==> src/rtl/conv_ctrl_pkg.sv <==
package conv_ctrl_pkg;
    localparam int unsigned CLK_MHZ = 100;
    // Conversion length and track-return point, in clock cycles
    localparam int unsigned CONV_NS = 7800;
    localparam logic [9:0] CONV_CYCLES = 10'(CONV_NS * CLK_MHZ / 1000);
    // Track returns this many ns, less one clock cycle, before the conversion ends
    localparam int unsigned TRACK_LEAD_NS = 2000;
    localparam logic [9:0] TRACK_LEAD_CYCLES =
        10'((TRACK_LEAD_NS * CLK_MHZ + 999) / 1000);
    localparam logic [9:0] TRACK_AT = CONV_CYCLES - TRACK_LEAD_CYCLES;
    localparam int unsigned RESULT_W = 14;
    localparam int unsigned WORD_W = 16;
    localparam int unsigned BYTE_W = 8;
    localparam logic [1:0] PAD_ZERO = 2'h0;
    localparam logic [13:0] RESULT_RESET = 14'h0000;
    localparam logic [13:0] SIGN_FLIP = 14'h2000;
endpackage : conv_ctrl_pkg

==> src/rtl/conv_ctrl.sv <==
// Summary of operation
// Gated mode: start needs chip select and start low
// Free mode: start falling edge starts, ignore select
// Idle: done high, sample stage tracking
// Start: hold sample, drive done low
// Finish: done high, new result readable
// Track again more than 2 us before end (code: hold falls 199 cycles, 1.99 us, before done rises)
// Controller may switch channel once done falls
// Data bytes driven when select and output enable low
// Host waits recovery time after enable rises
// Host must not hold start low continuously
// Start strobe falls and stays low minimum width
// Gated mode: select falling with start low starts
// Free mode: done is open-drain under done enable
// Gated mode: done driven under enable and select
// All outputs float when not enabled
// Read high byte then low, result left-justified
// Unipolar straight binary, bipolar twos complement
// Result register holds until next completion
// Start during conversion is ignored
`timescale 1ns/100ps
`default_nettype none
module conv_ctrl (
    input wire logic mclk_i,
    input wire logic rst_n_i,
    input wire logic gated_mode_i,
    input wire logic chip_select_n_i,
    input wire logic start_convert_n_i,
    input wire logic output_enable_n_i,
    input wire logic done_output_enable_n_i,
    input wire logic high_byte_select_i,
    input wire logic bipolar_offset_pin_i,
    input wire logic [13:0] core_result_i,
    output logic hold_o,
    output logic done_o,
    output logic done_oe_n_o,
    output logic [7:0] data_byte_bus_o,
    output logic data_oe_n_o
);
    typedef enum logic {IDLE, CONVERTING} state_e;

    // Three-stage synchronisers; the first stage feeds only the second
    logic [2:0] cs_sync, sc_sync, oe_sync, done_output_enable_n_sync, hbe_sync;
    logic cs_n, sc_n, oe_n, done_output_enable_n_n, high_byte_select;
    logic [2:0] next_cs_sync, next_sc_sync, next_oe_sync;
    logic [2:0] next_done_output_enable_n_sync, next_hbe_sync;
    logic sc_fall, cs_fall, start_req;

    state_e state, next_state;
    logic [9:0] count, next_count;
    logic hold, next_hold;
    logic [13:0] result, next_result;
    logic bipolar, next_bipolar, bip_taken, next_bip_taken;
    logic done, next_done, done_oe_n, next_done_oe_n;
    logic [7:0] data_byte, next_data_byte;
    logic data_oe_n, next_data_oe_n;
    logic [15:0] word;

    always_comb begin
        next_cs_sync = {cs_sync[1:0], chip_select_n_i};
        next_sc_sync = {sc_sync[1:0], start_convert_n_i};
        next_oe_sync = {oe_sync[1:0], output_enable_n_i};
        next_done_output_enable_n_sync = {done_output_enable_n_sync[1:0], done_output_enable_n_i};
        next_hbe_sync = {hbe_sync[1:0], high_byte_select_i};
    end

    always_ff @(posedge mclk_i) begin
        if (!rst_n_i) begin
            cs_sync <= 3'h7;
            sc_sync <= 3'h7;
            oe_sync <= 3'h7;
            done_output_enable_n_sync <= 3'h7;
            hbe_sync <= 3'h0;
            cs_n <= 1'b1;
            sc_n <= 1'b1;
            oe_n <= 1'b1;
            done_output_enable_n_n <= 1'b1;
            high_byte_select <= 1'b0;
        end else begin
            cs_sync <= next_cs_sync;
            sc_sync <= next_sc_sync;
            oe_sync <= next_oe_sync;
            done_output_enable_n_sync <= next_done_output_enable_n_sync;
            hbe_sync <= next_hbe_sync;
            // A level counts once stages two and three agree
            if (cs_sync[1] == cs_sync[2]) cs_n <= cs_sync[2];
            if (sc_sync[1] == sc_sync[2]) sc_n <= sc_sync[2];
            if (oe_sync[1] == oe_sync[2]) oe_n <= oe_sync[2];
            if (done_output_enable_n_sync[1] == done_output_enable_n_sync[2]) done_output_enable_n_n <= done_output_enable_n_sync[2];
            if (hbe_sync[1] == hbe_sync[2]) high_byte_select <= hbe_sync[2];
        end
    end

    assign sc_fall = sc_n && (sc_sync[1] == sc_sync[2]) && !sc_sync[2];
    assign cs_fall = cs_n && (cs_sync[1] == cs_sync[2]) && !cs_sync[2];

    always_comb begin
        if (gated_mode_i) begin
            // Start edge with select low, or select edge with start low
            start_req = (sc_fall && !cs_n)
                || (cs_fall && !sc_n);
        end else begin
            start_req = sc_fall;
        end
    end

    always_comb begin
        next_state = state;
        next_count = count;
        next_hold = hold;
        next_result = result;
        case (state)
            IDLE: begin
                next_hold = 1'b0;
                if (start_req) begin
                    next_state = CONVERTING;
                    next_hold = 1'b1;
                    next_count = 10'h000;
                end
            end
            CONVERTING: begin
                // Further starts fall through unseen here
                next_count = count + 10'h001;
                if (count == conv_ctrl_pkg::TRACK_AT) begin
                    next_hold = 1'b0;
                end
                if (count == conv_ctrl_pkg::CONV_CYCLES - 10'h001) begin
                    next_state = IDLE;
                    // Result latched only here, stable between reads
                    next_result = core_result_i ^ (bipolar ?
                        conv_ctrl_pkg::SIGN_FLIP :
                        conv_ctrl_pkg::RESULT_RESET);
                end
            end
            default: begin
                next_state = IDLE;
                next_hold = 1'b0;
            end
        endcase
    end

    always_ff @(posedge mclk_i) begin
        if (!rst_n_i) begin
            state <= IDLE;
            count <= 10'h000;
            hold <= 1'b0;
            result <= conv_ctrl_pkg::RESULT_RESET;
        end else begin
            state <= next_state;
            count <= next_count;
            hold <= next_hold;
            result <= next_result;
        end
    end

    // Bipolar strap caught once, at the first edge after reset release
    always_comb begin
        next_bip_taken = 1'b1;
        next_bipolar = bip_taken ? bipolar : bipolar_offset_pin_i;
    end

    always_ff @(posedge mclk_i) begin
        if (!rst_n_i) begin
            bip_taken <= 1'b0;
            bipolar <= 1'b0;
        end else begin
            bip_taken <= next_bip_taken;
            bipolar <= next_bipolar;
        end
    end

    assign word = {result, conv_ctrl_pkg::PAD_ZERO};

    always_comb begin
        // Done low while converting, high otherwise
        next_done = (next_state == IDLE);
        if (gated_mode_i) begin
            next_done_oe_n = done_output_enable_n_n || cs_n;
        end else begin
            // Open drain: only pull low, float otherwise
            next_done_oe_n = done_output_enable_n_n || next_done;
        end
        next_data_oe_n = cs_n || oe_n;
        next_data_byte = high_byte_select ? word[7:0] : word[15:8];
    end

    always_ff @(posedge mclk_i) begin
        if (!rst_n_i) begin
            done <= 1'b1;
            done_oe_n <= 1'b1;
            data_byte <= 8'h00;
            data_oe_n <= 1'b1;
        end else begin
            done <= next_done;
            done_oe_n <= next_done_oe_n;
            data_byte <= next_data_byte;
            data_oe_n <= next_data_oe_n;
        end
    end

    assign hold_o = hold;
    assign done_o = done;
    assign done_oe_n_o = done_oe_n;
    assign data_byte_bus_o = data_byte;
    assign data_oe_n_o = data_oe_n;
endmodule : conv_ctrl
`default_nettype wire

==> config.mk <==
export PLATFORM = sky130hd
export DESIGN_NAME = conv_ctrl
export DESIGN_NICKNAME = d
export VERILOG_FILES = /design/src/rtl/conv_ctrl_pkg.sv /design/src/rtl/conv_ctrl.sv
export SDC_FILE = /design/constraint.sdc
export NUM_CORES = 1
export LEC_CHECK = 0
export BUFFER_PORTS_ARGS = -buffer_cell sky130_fd_sc_hd__buf_2
export CAP_MARGIN = 20
export CORE_ASPECT_RATIO = 0.9
export CORE_MARGIN = 2
export CORE_UTILIZATION = 50
export CTS_CLUSTER_DIAMETER = 40
export DETAILED_ROUTE_END_ITERATION = 7
export MAX_ROUTING_LAYER = met4
export PLACE_DENSITY = 0.72
export SETUP_SLACK_MARGIN = 0.1
export SLEW_MARGIN = 10
export SYNTH_ARGS = -nofsm -noshare
export SYNTH_HDL_FRONTEND = slang
export SYNTH_SLANG_ARGS = --single-unit
==> constraint.sdc <==
create_clock -name mclk_i -period 1.6 [get_ports mclk_i]
set_input_delay 0.08 -clock mclk_i [delete_from_list [all_inputs] [get_ports mclk_i]]
set_output_delay 0.08 -clock mclk_i [all_outputs]
set_load 0.1 [all_outputs]
=== Word-level counts from Yosys, hierarchy flattened ===
Cells that the tools add are included.
W data, S select, Z words.

* Word-level logic and storage cells: 63
* Register bits: 59
* Input bits: 23
* Output and inout port bits: 12

* Equal/unequal tests: 9
* Reduce and logical (&&, ||, !) cells: 16
* Mux-type cells: 12
* Bitwise gates (word level): 4
* Add/subtract/negate cells: 1

{| class="wikitable"
|+ Operator list
! cell !! number
|-
| $eq A10 B10 Y1 const B || 2
|-
| $pmux W10 S2 || 1
|-
| $mux W14 || 1
|-
| $xor A14 B14 Y14 || 1
|-
| $add A10 B1 Y10 const B || 1
|-
| $mux W10 || 1
|-
| $mux W8 || 1
|-
| $logic_and A1 B1 Y1 || 6
|-
| $mux W1 || 6
|-
| $eq A1 B1 Y1 || 5
|-
| $logic_not A1 Y1 || 4
|-
| $logic_or A1 B1 Y1 || 4
|-
| $pmux W1 S2 || 2
|-
| $not A1 Y1 || 3
|-
| $ne A2 B1 Y1 const B || 1
|-
| $ne A2 B2 Y1 const B || 1
|-
| $reduce_and A2 Y1 || 1
|-
| $reduce_or A2 Y1 || 1
|}

=== Depth between registers and ports, before layout ===
Gate-level depths: netlist of the first run.

* Depth after elaboration: 11
* Gate-level depth with buffers: 7
* Gate-level depth less buffers: 5

=== Worst setup path after synthesis of the first run ===
No wires, ideal clock.

* Path kind: register to register
* Start: register count[0]
* End: register result[10]
* Cell stages (with the launch flop): 8
* Setup time: 0.128 ns
* Data required time: 1.472 ns
* Path buffers: 2
* Slack: 0.143 ns
* Data arrival time: 1.330 ns
* Cell sequence: dfxtp_1 ha_1 nand2_1 and3b_1 buf_6 buf_12 mux2i_1 nor2_1

* Cells in the longest elaborated chain, start to end: 2

{| class="wikitable"
|+ RTL lines
! what !! RTL line !! RTL
|-
| start: declaration || conv_ctrl.sv:50 || <nowiki>logic [9:0] count, next_count;</nowiki>
|-
| start signal: assignment || conv_ctrl.sv:150 || <nowiki>count <= next_count;</nowiki>
|-
| $eq A10 B10 Y1 || conv_ctrl.sv:127 || <nowiki>if (count == conv_ctrl_pkg::CONV_CYCLES - 10'h001) begin</nowiki>
|-
| $reduce_and A2 Y1 (no source line) || -- ||
|-
| end signal: assignment || conv_ctrl.sv:147 || <nowiki>result <= conv_ctrl_pkg::RESULT_RESET;</nowiki>
|-
| end signal: assignment || conv_ctrl.sv:152 || <nowiki>result <= next_result;</nowiki>
|-
| end: declaration || conv_ctrl.sv:52 || <nowiki>logic [13:0] result, next_result;</nowiki>
|}

Every way passes these cells.
A chain may end at the register's enable or synchronous reset.

=== Worst setup path after layout of the first run ===
* Start: register count[5]
* End: register result[1]

The elaborated chain is that of the path after synthesis.

==> results.toml, run 1 <==
[outcome]
outcome = "finished clean"

[timing]
timing.setup.tns_ns = 0
drv_slew = 0
fin_worst_skew_ns = 0.00825
finalSetupViolCount = 0
timing_hold_violations_final = 0
post-route-min-period_ns = 1.46
slew-limit-headroom_pct = 66.1
maxClockFrequency_mhz = 684
finalHoldWorstSlack_ns = 0.0275
fin_crit_sh_pct = 91.4
tightestPinTransition_ns = 0.508
grt_setup_unrepaired = "yes"

[clock_tree]
cts.path.max_buffers = 2
cts_made_buffers = 9
cts.htree.levels = 3
cts_tree = "built"
clock-root-buffer = "sky130_fd_sc_hd__clkbuf_8"
worstSkewPairLatency_ns = 0.33
tritoncts_num_sinks = 59
clk_pin_slew_worst_paths_ns = 0.06

[global_routing]
overflow = 0
grt_max_degree = 26
gr-usage-all-layers_pct = 20.3
grt_antenna_before_repair = 0
first_global_vias = 1569
first_pass_grt_wire_length_microns = 7020

[placement]
place_area_sq_um = 2380
place.detailed.hpwl_microns = 2620
routability_cong = 0.811
portBuffers = 34

[route]
finalWirelength_microns = 4130
initial_drc_count = 98
dr.pass1.iters = 4
detail-route-antenna-nets = 0
vias = 1630
number_of_design_rule_violations_left_after_detail_routing = 0
detail_route.wl_per_cell_microns = 12.7
via_cell_ratio = 5.03

[synth]
synth_area_per_cell_sq_um = 10.2
post_synth_num_cell_types = 43
ys_warn_count = 0
postSynthNetCount = 234
seq_area_frac_synth_pct = 55.3
synth_enable_flop_cells = 0
post_synth_inst_count = 209
postSynth.topFlopCell = "sky130_fd_sc_hd__dfxtp_1"
synth_top_cell_by_area = "sky130_fd_sc_hd__dfxtp_1"
synth_top_area_share_pct = 55.3
synth.top_cells.by_area = "sky130_fd_sc_hd__dfxtp_1, sky130_fd_sc_hd__mux2i_1, sky130_fd_sc_hd__nor2_1"
synth_async_sr_flop_share_pct = 0
ys_seq_elements = 59
synth_area_sq_um = 2130

[min_path]
min-delay-start = "core_result_i[1]"
min-delay-path-class = "in -> reg"

[worst_setup_path]
crit-reg2reg-launch = "count[5]$_SDFFE_PN0P_"
crit_start = "count[5]$_SDFFE_PN0P_"
critical_path_cell_sequence = "nor4b_4 > and3b_2 > buf_12 > mux2i_1 > nor2_1"
slowest_stage = "sky130_fd_sc_hd__dfxtp_2"
cp.buffers_inverters = 1
crit_path_end_kind = "flop"
crit_path_start_kind = "flop"
cp.required_ns = 1.82
crit_arrival_ns = 1.69
crit_path_max_fanout = 16
path_class = "reg -> reg"
critical-path-top-delay-family = "simple AND/OR/NAND/NOR gates"
critPathMaxStageDelay_ns = 0.36

[final_layout]
layout-area-overhead-vs-synth_pct = 29.1
n_antenna_cell = 0
multiInputGateArea_sq_um = 902
drive_above_1_share_pct = 25.7
fill_cells = 342
post-route-cell-area_sq_um = 2760
num-nets-final = 297
total_area_of_sequential_cells_sq_um = 1190

[floorplan]
placementRows = 22
die_width_microns = 72.9
floorplan.initialDensity_pct = 52.0
top_level_ports = 35
floorplan_die_height_microns = 66.0
design.die.area_sq_um = 4810
fp.coreArea_sq_um = 4100

[run]
max_cap_violations = 0

[power_and_ir_drop]
totalPowerFinal_mw = 2.70
power.density_nw_per_um2 = 981
p_leak_nw = 1.06
vdd_drop_max_uv = 805
## cells by family after synthesis
kind of cell | share of synthesized area [%]
adders and majority gates | 1.17
AOI/OAI and AO/OA | 7.50
muxes | 9.85
and+or+nand+nor | 21.3
buffers and inverters | 3.63
xor gates and xnor gates | 1.23
DFF | 55.3
## worst min-delay path: stages
cell and delay, ns:
sky130_fd_sc_hd__buf_2 0.08, sky130_fd_sc_hd__mux2i_1 0.06, sky130_fd_sc_hd__nor2_1 0.10
## cells in the mapped netlist, types with 2 or more instances
cell / number
sky130_fd_sc_hd__a21oi_1: 10
sky130_fd_sc_hd__and2_1: 3
sky130_fd_sc_hd__clkbuf_1: 6
sky130_fd_sc_hd__dfxtp_1: 59
sky130_fd_sc_hd__ha_1: 2
sky130_fd_sc_hd__inv_1: 4
sky130_fd_sc_hd__mux2i_1: 21
sky130_fd_sc_hd__nand2_1: 6
sky130_fd_sc_hd__nand2b_1: 14
sky130_fd_sc_hd__nand3_1: 6
sky130_fd_sc_hd__nand4_1: 4
sky130_fd_sc_hd__nor2_1: 31
sky130_fd_sc_hd__nor3_1: 2
sky130_fd_sc_hd__nor3b_1: 3
sky130_fd_sc_hd__o21ai_0: 6
sky130_fd_sc_hd__or2_2: 3
sky130_fd_sc_hd__or3_1: 2
sky130_fd_sc_hd__xor2_1: 2
## cells in the final DEF (no fill, tap or decap), drive strengths merged, types with 2 or more instances in the layout
master,n
dfxtp,59
buf,43
nor2,31
mux2i,21
dlygate4sd3,18
nand2b,14
a21oi,10
clkbuf,10
nand2,6
o21ai,6
nand3,6
clkinv,5
inv,4
nand4,4
and2,3
or2,3
nor3b,3
or3,2
xor2,2
nor3,2
ha,2
a22oi,2
nor4b,2
## report_power, final
| group | switching, mW | internal, mW |
|---|---|---|
| clock | 0.544 | 0.546 |
| sequential | 0.00966 | 1.49 |
| combinational | 0.0486 | 0.0674 |
## metrics by stage
step	instances	utilization [%]	worst slack (ns)
finish	324	67.2	0.138
CTS	323	66.5	0.103
detailed placement	290	58.0	0.0759
global placement	290	58.0	0.101
global route	324	67.2	0.0583
floorplan	209	-	0.143
## metal layers
metal | up-vias | global-route usage [%] | wire (microns)
li1 | 839 | - | -
met1 | 757 | 22.8 | 1880
met2 | 32 | 32.4 | 2020
met3 | 2 | 9.15 | 202
met4 | 0 | 6.48 | 25
met5 | - | - | 0
## state kept, by name, indices dropped and copies added, names as in the netlist, 3 cells and up
name,cells
sc_sync,3
hbe_sync,3
result,14
data_byte_bus_o,8
oe_sync,3
cs_sync,3
count,10
done_output_enable_n_sync,3
## repair_timing
action	CTS	global route
hold buffers	18	0
setup endpoints to repair	10	17
buffers inserted	0	1
resized for setup	2	7
pin swaps	0	3
endpoints found under the hold margin	18	0
## path summary, 6_finish.rpt
check | end | slack [ns] | depth (start not counted)
min reg2reg | oe_sync[1]$_SDFF_PN1_ | 0.41 | 1
max | result[1]$_SDFFE_PN0P_ | 0.14 | 5
min | result[1]$_SDFFE_PN0P_ | 0.03 | 3
max reg2reg | result[1]$_SDFFE_PN0P_ | 0.14 | 5
## layout make-up
class / instances / area share [%]
clock buffer: 10 / 4.63
clock inverter: 5 / 1.13
inverter: 5 / 0.681
multi-input combinational: 136 / 32.7
sequential: 59 / 43.0
tap: 48 / 2.18
timing repair buffer: 61 / 15.6
Note: power is estimated with default switching activity, not from simulation.
==> inputs of run 2 (changes only) <==
Settings changed: CELL_PAD_IN_SITES_DETAIL_PLACEMENT set to 1, CELL_PAD_IN_SITES_GLOBAL_PLACEMENT set to 1, CORE_UTILIZATION 50 to 42, PLACE_DENSITY 0.72 to not set, PLACE_DENSITY_LB_ADDON set to 0.1.
==> run 2 against run 1 <==
Against the previous run: cell count rose by 4.0%; via count rose by 4.5%; cell area rose by 2.1%; largest cell class unchanged; global-route usage fell by 0.13 points; sequential cell count did not move; utilization fell by 9.4 points; the flow now finishes with violations (setup timing); clock power rose by 18%; hold slack got worse by 0.020 ns; largest power group unchanged.
==> results.toml, run 2 (same netlist as run 1, synthesis figures left out) <==
[route]
detail-route-antenna-nets = 0
detail_route.wl_per_cell_microns = 16.0
vias = 1704
dr.pass1.iters = 4
via_cell_ratio = 5.06
finalWirelength_microns = 5400
initial_drc_count = 54
number_of_design_rule_violations_left_after_detail_routing = 0

[clock_tree]
cts.path.max_buffers = 2
cts_made_buffers = 9
worstSkewPairLatency_ns = 0.33
clk_pin_slew_worst_paths_ns = 0.06
clock-root-buffer = "sky130_fd_sc_hd__clkbuf_8"
cts.htree.levels = 3
tritoncts_num_sinks = 59
cts_tree = "built"

[worst_setup_path]
crit_path_max_fanout = 8
cp.required_ns = 1.82
crit_path_end_kind = "flop"
crit_arrival_ns = 1.83
crit_path_start_kind = "flop"
path_class = "reg -> reg"

[final_layout]
layout-area-overhead-vs-synth_pct = 31.8
mostFrequentLayoutCell = "sky130_fd_sc_hd__dfxtp_1"
layout_common_cells = "sky130_fd_sc_hd__dfxtp_1, sky130_fd_sc_hd__buf_2, sky130_fd_sc_hd__nor2_1"
final_core_utilization_pct = 57.8
layoutNonFillerInstCount = 337
n_antenna_cell = 0
top_register = "result"
num-nets-final = 293
largest_register_ffs = 14
post-route-cell-area_sq_um = 2810
drive_above_1_share_pct = 28.7

[floorplan]
design.die.area_sq_um = 5670
fp.coreArea_sq_um = 4860
die_width_microns = 79.1
top_level_ports = 35
placementRows = 24
floorplan_die_height_microns = 71.6
floorplan.initialDensity_pct = 43.9

[placement]
place_area_sq_um = 2380
place.detailed.hpwl_microns = 3360
dp.cells = 305
portBuffers = 34
routability_cong = 0.778

[timing]
post-route-min-period_ns = 1.62
tightestPinTransition_ns = 0.504
finalHoldWorstSlack_ns = 0.00721
fin_crit_sh_pct = 101
finalSetupViolCount = 3
drv_slew = 0
fin_worst_skew_ns = 0.00477
maxClockFrequency_mhz = 619
final.setup.worst_slack_ns = -0.0157
grt_setup_unrepaired = "yes"
timing_hold_violations_final = 0
slew-limit-headroom_pct = 66.4

[global_routing]
first_global_vias = 1791
grt_antenna_before_repair = 0
overflow = 0
first_pass_grt_wire_length_microns = 8360
gr-usage-all-layers_pct = 20.1
grt_max_degree = 26

[outcome]
outcome = "finished with violations"
violated_checks = "setup timing"

[min_path]
min-delay-path-class = "in -> reg"

[run]
max_cap_violations = 0

[power_and_ir_drop]
power.density_nw_per_um2 = 1030
clockPowerShare_pct = 44.7
p_sw_share_pct = 20.4
power.share.combinational_pct = 3.7
p_seq_share_pct = 51.6
p_switching_mw = 0.593
p_leak_nw = 1.07
internal_power_mw = 2.31
totalPowerFinal_mw = 2.90
vdd_drop_max_uv = 623
## run 2: cell types whose count changed in the layout (fill, tap and decap cells not counted), moves of 2 or more
cell,previous run,this run
sky130_fd_sc_hd__clkbuf_8,9,14
sky130_fd_sc_hd__clkinv_2,3,1
sky130_fd_sc_hd__dfxtp_1,55,53
sky130_fd_sc_hd__dlygate4sd3_1,18,12
sky130_fd_sc_hd__mux2i_1,21,19
## run 2: what timing repair did
action,in CTS,in global routing
setup buffers,1,3
hold buffers,12,0
endpoints found under the hold margin,12,0
setup endpoints to repair,16,21
cloned,0,1
pin swaps,3,9
gates resized for setup,7,9
## run 2: per-stage QoR
step                setup WS, ns  TNS [ns]
finish                   -0.0157   -0.0264
global placement          0.0696         0
detailed placement       -0.0376   -0.0376
CTS                       0.0438         0
global route             -0.0671    -0.386
floorplan                  0.143         0
## run 2: worst max-delay path, cell delays in order (launching register included)
cell and delay [ns]:
sky130_fd_sc_hd__dfxtp_2 0.36, sky130_fd_sc_hd__nor4bb_1 0.35, sky130_fd_sc_hd__and3b_2 0.31, sky130_fd_sc_hd__clkbuf_16 0.18, sky130_fd_sc_hd__mux2i_1 0.22, sky130_fd_sc_hd__nor2_1 0.08
## run 2: power groups by stage
stage,clock network [mW],registers [mW],logic [mW]
4_1_cts,1.33,1.50,0.105
2_1_floorplan,0,1.53,0.0372
3_5_place_dp,0,1.53,0.0811
3_3_place_gp,0,1.53,0.0778
6_report,1.29,1.50,0.107
5_1_grt,1.41,1.50,0.116
## run 2: layer usage
metal | routed length (microns) | vias to the layer above | share of wire [%] | GRT usage (%)
met4 | 56 | 0 | 1.0 | 5.17
met1 | 2210 | 829 | 41 | 21.4
met3 | 234 | 7 | 4.3 | 8.06
met2 | 2900 | 36 | 54 | 35.0
li1 | - | 832 | - | -
met5 | 0 | - | 0 | -
## run 2: area by class of cell
| class | count | area, sq um |
|---|---|---|
| clock buffer | 14 | 193 |
| clock inverter | 1 | 5.00 |
| fill | 556 | 2050 |
| inverter | 5 | 18.8 |
| multi-input combinational | 136 | 922 |
| sequential | 59 | 1190 |
| tap | 65 | 81.3 |
| timing repair buffer | 57 | 403 |
## run 2: path summary, 6_finish.rpt
kind / startpoint / endpoint / slack [ns] / cells past startpoint
min: core_result_i[0] / result[0]$_SDFFE_PN0P_ / 0.007 / 3
max: count[2]$_SDFFE_PN0P_ / result[2]$_SDFFE_PN0P_ / -0.02 / 5
max reg2reg: count[2]$_SDFFE_PN0P_ / result[2]$_SDFFE_PN0P_ / -0.02 / 5
min reg2reg: done_output_enable_n_sync[0]$_SDFF_PN1_ / done_output_enable_n_sync[1]$_SDFF_PN1_ / 0.41 / 1
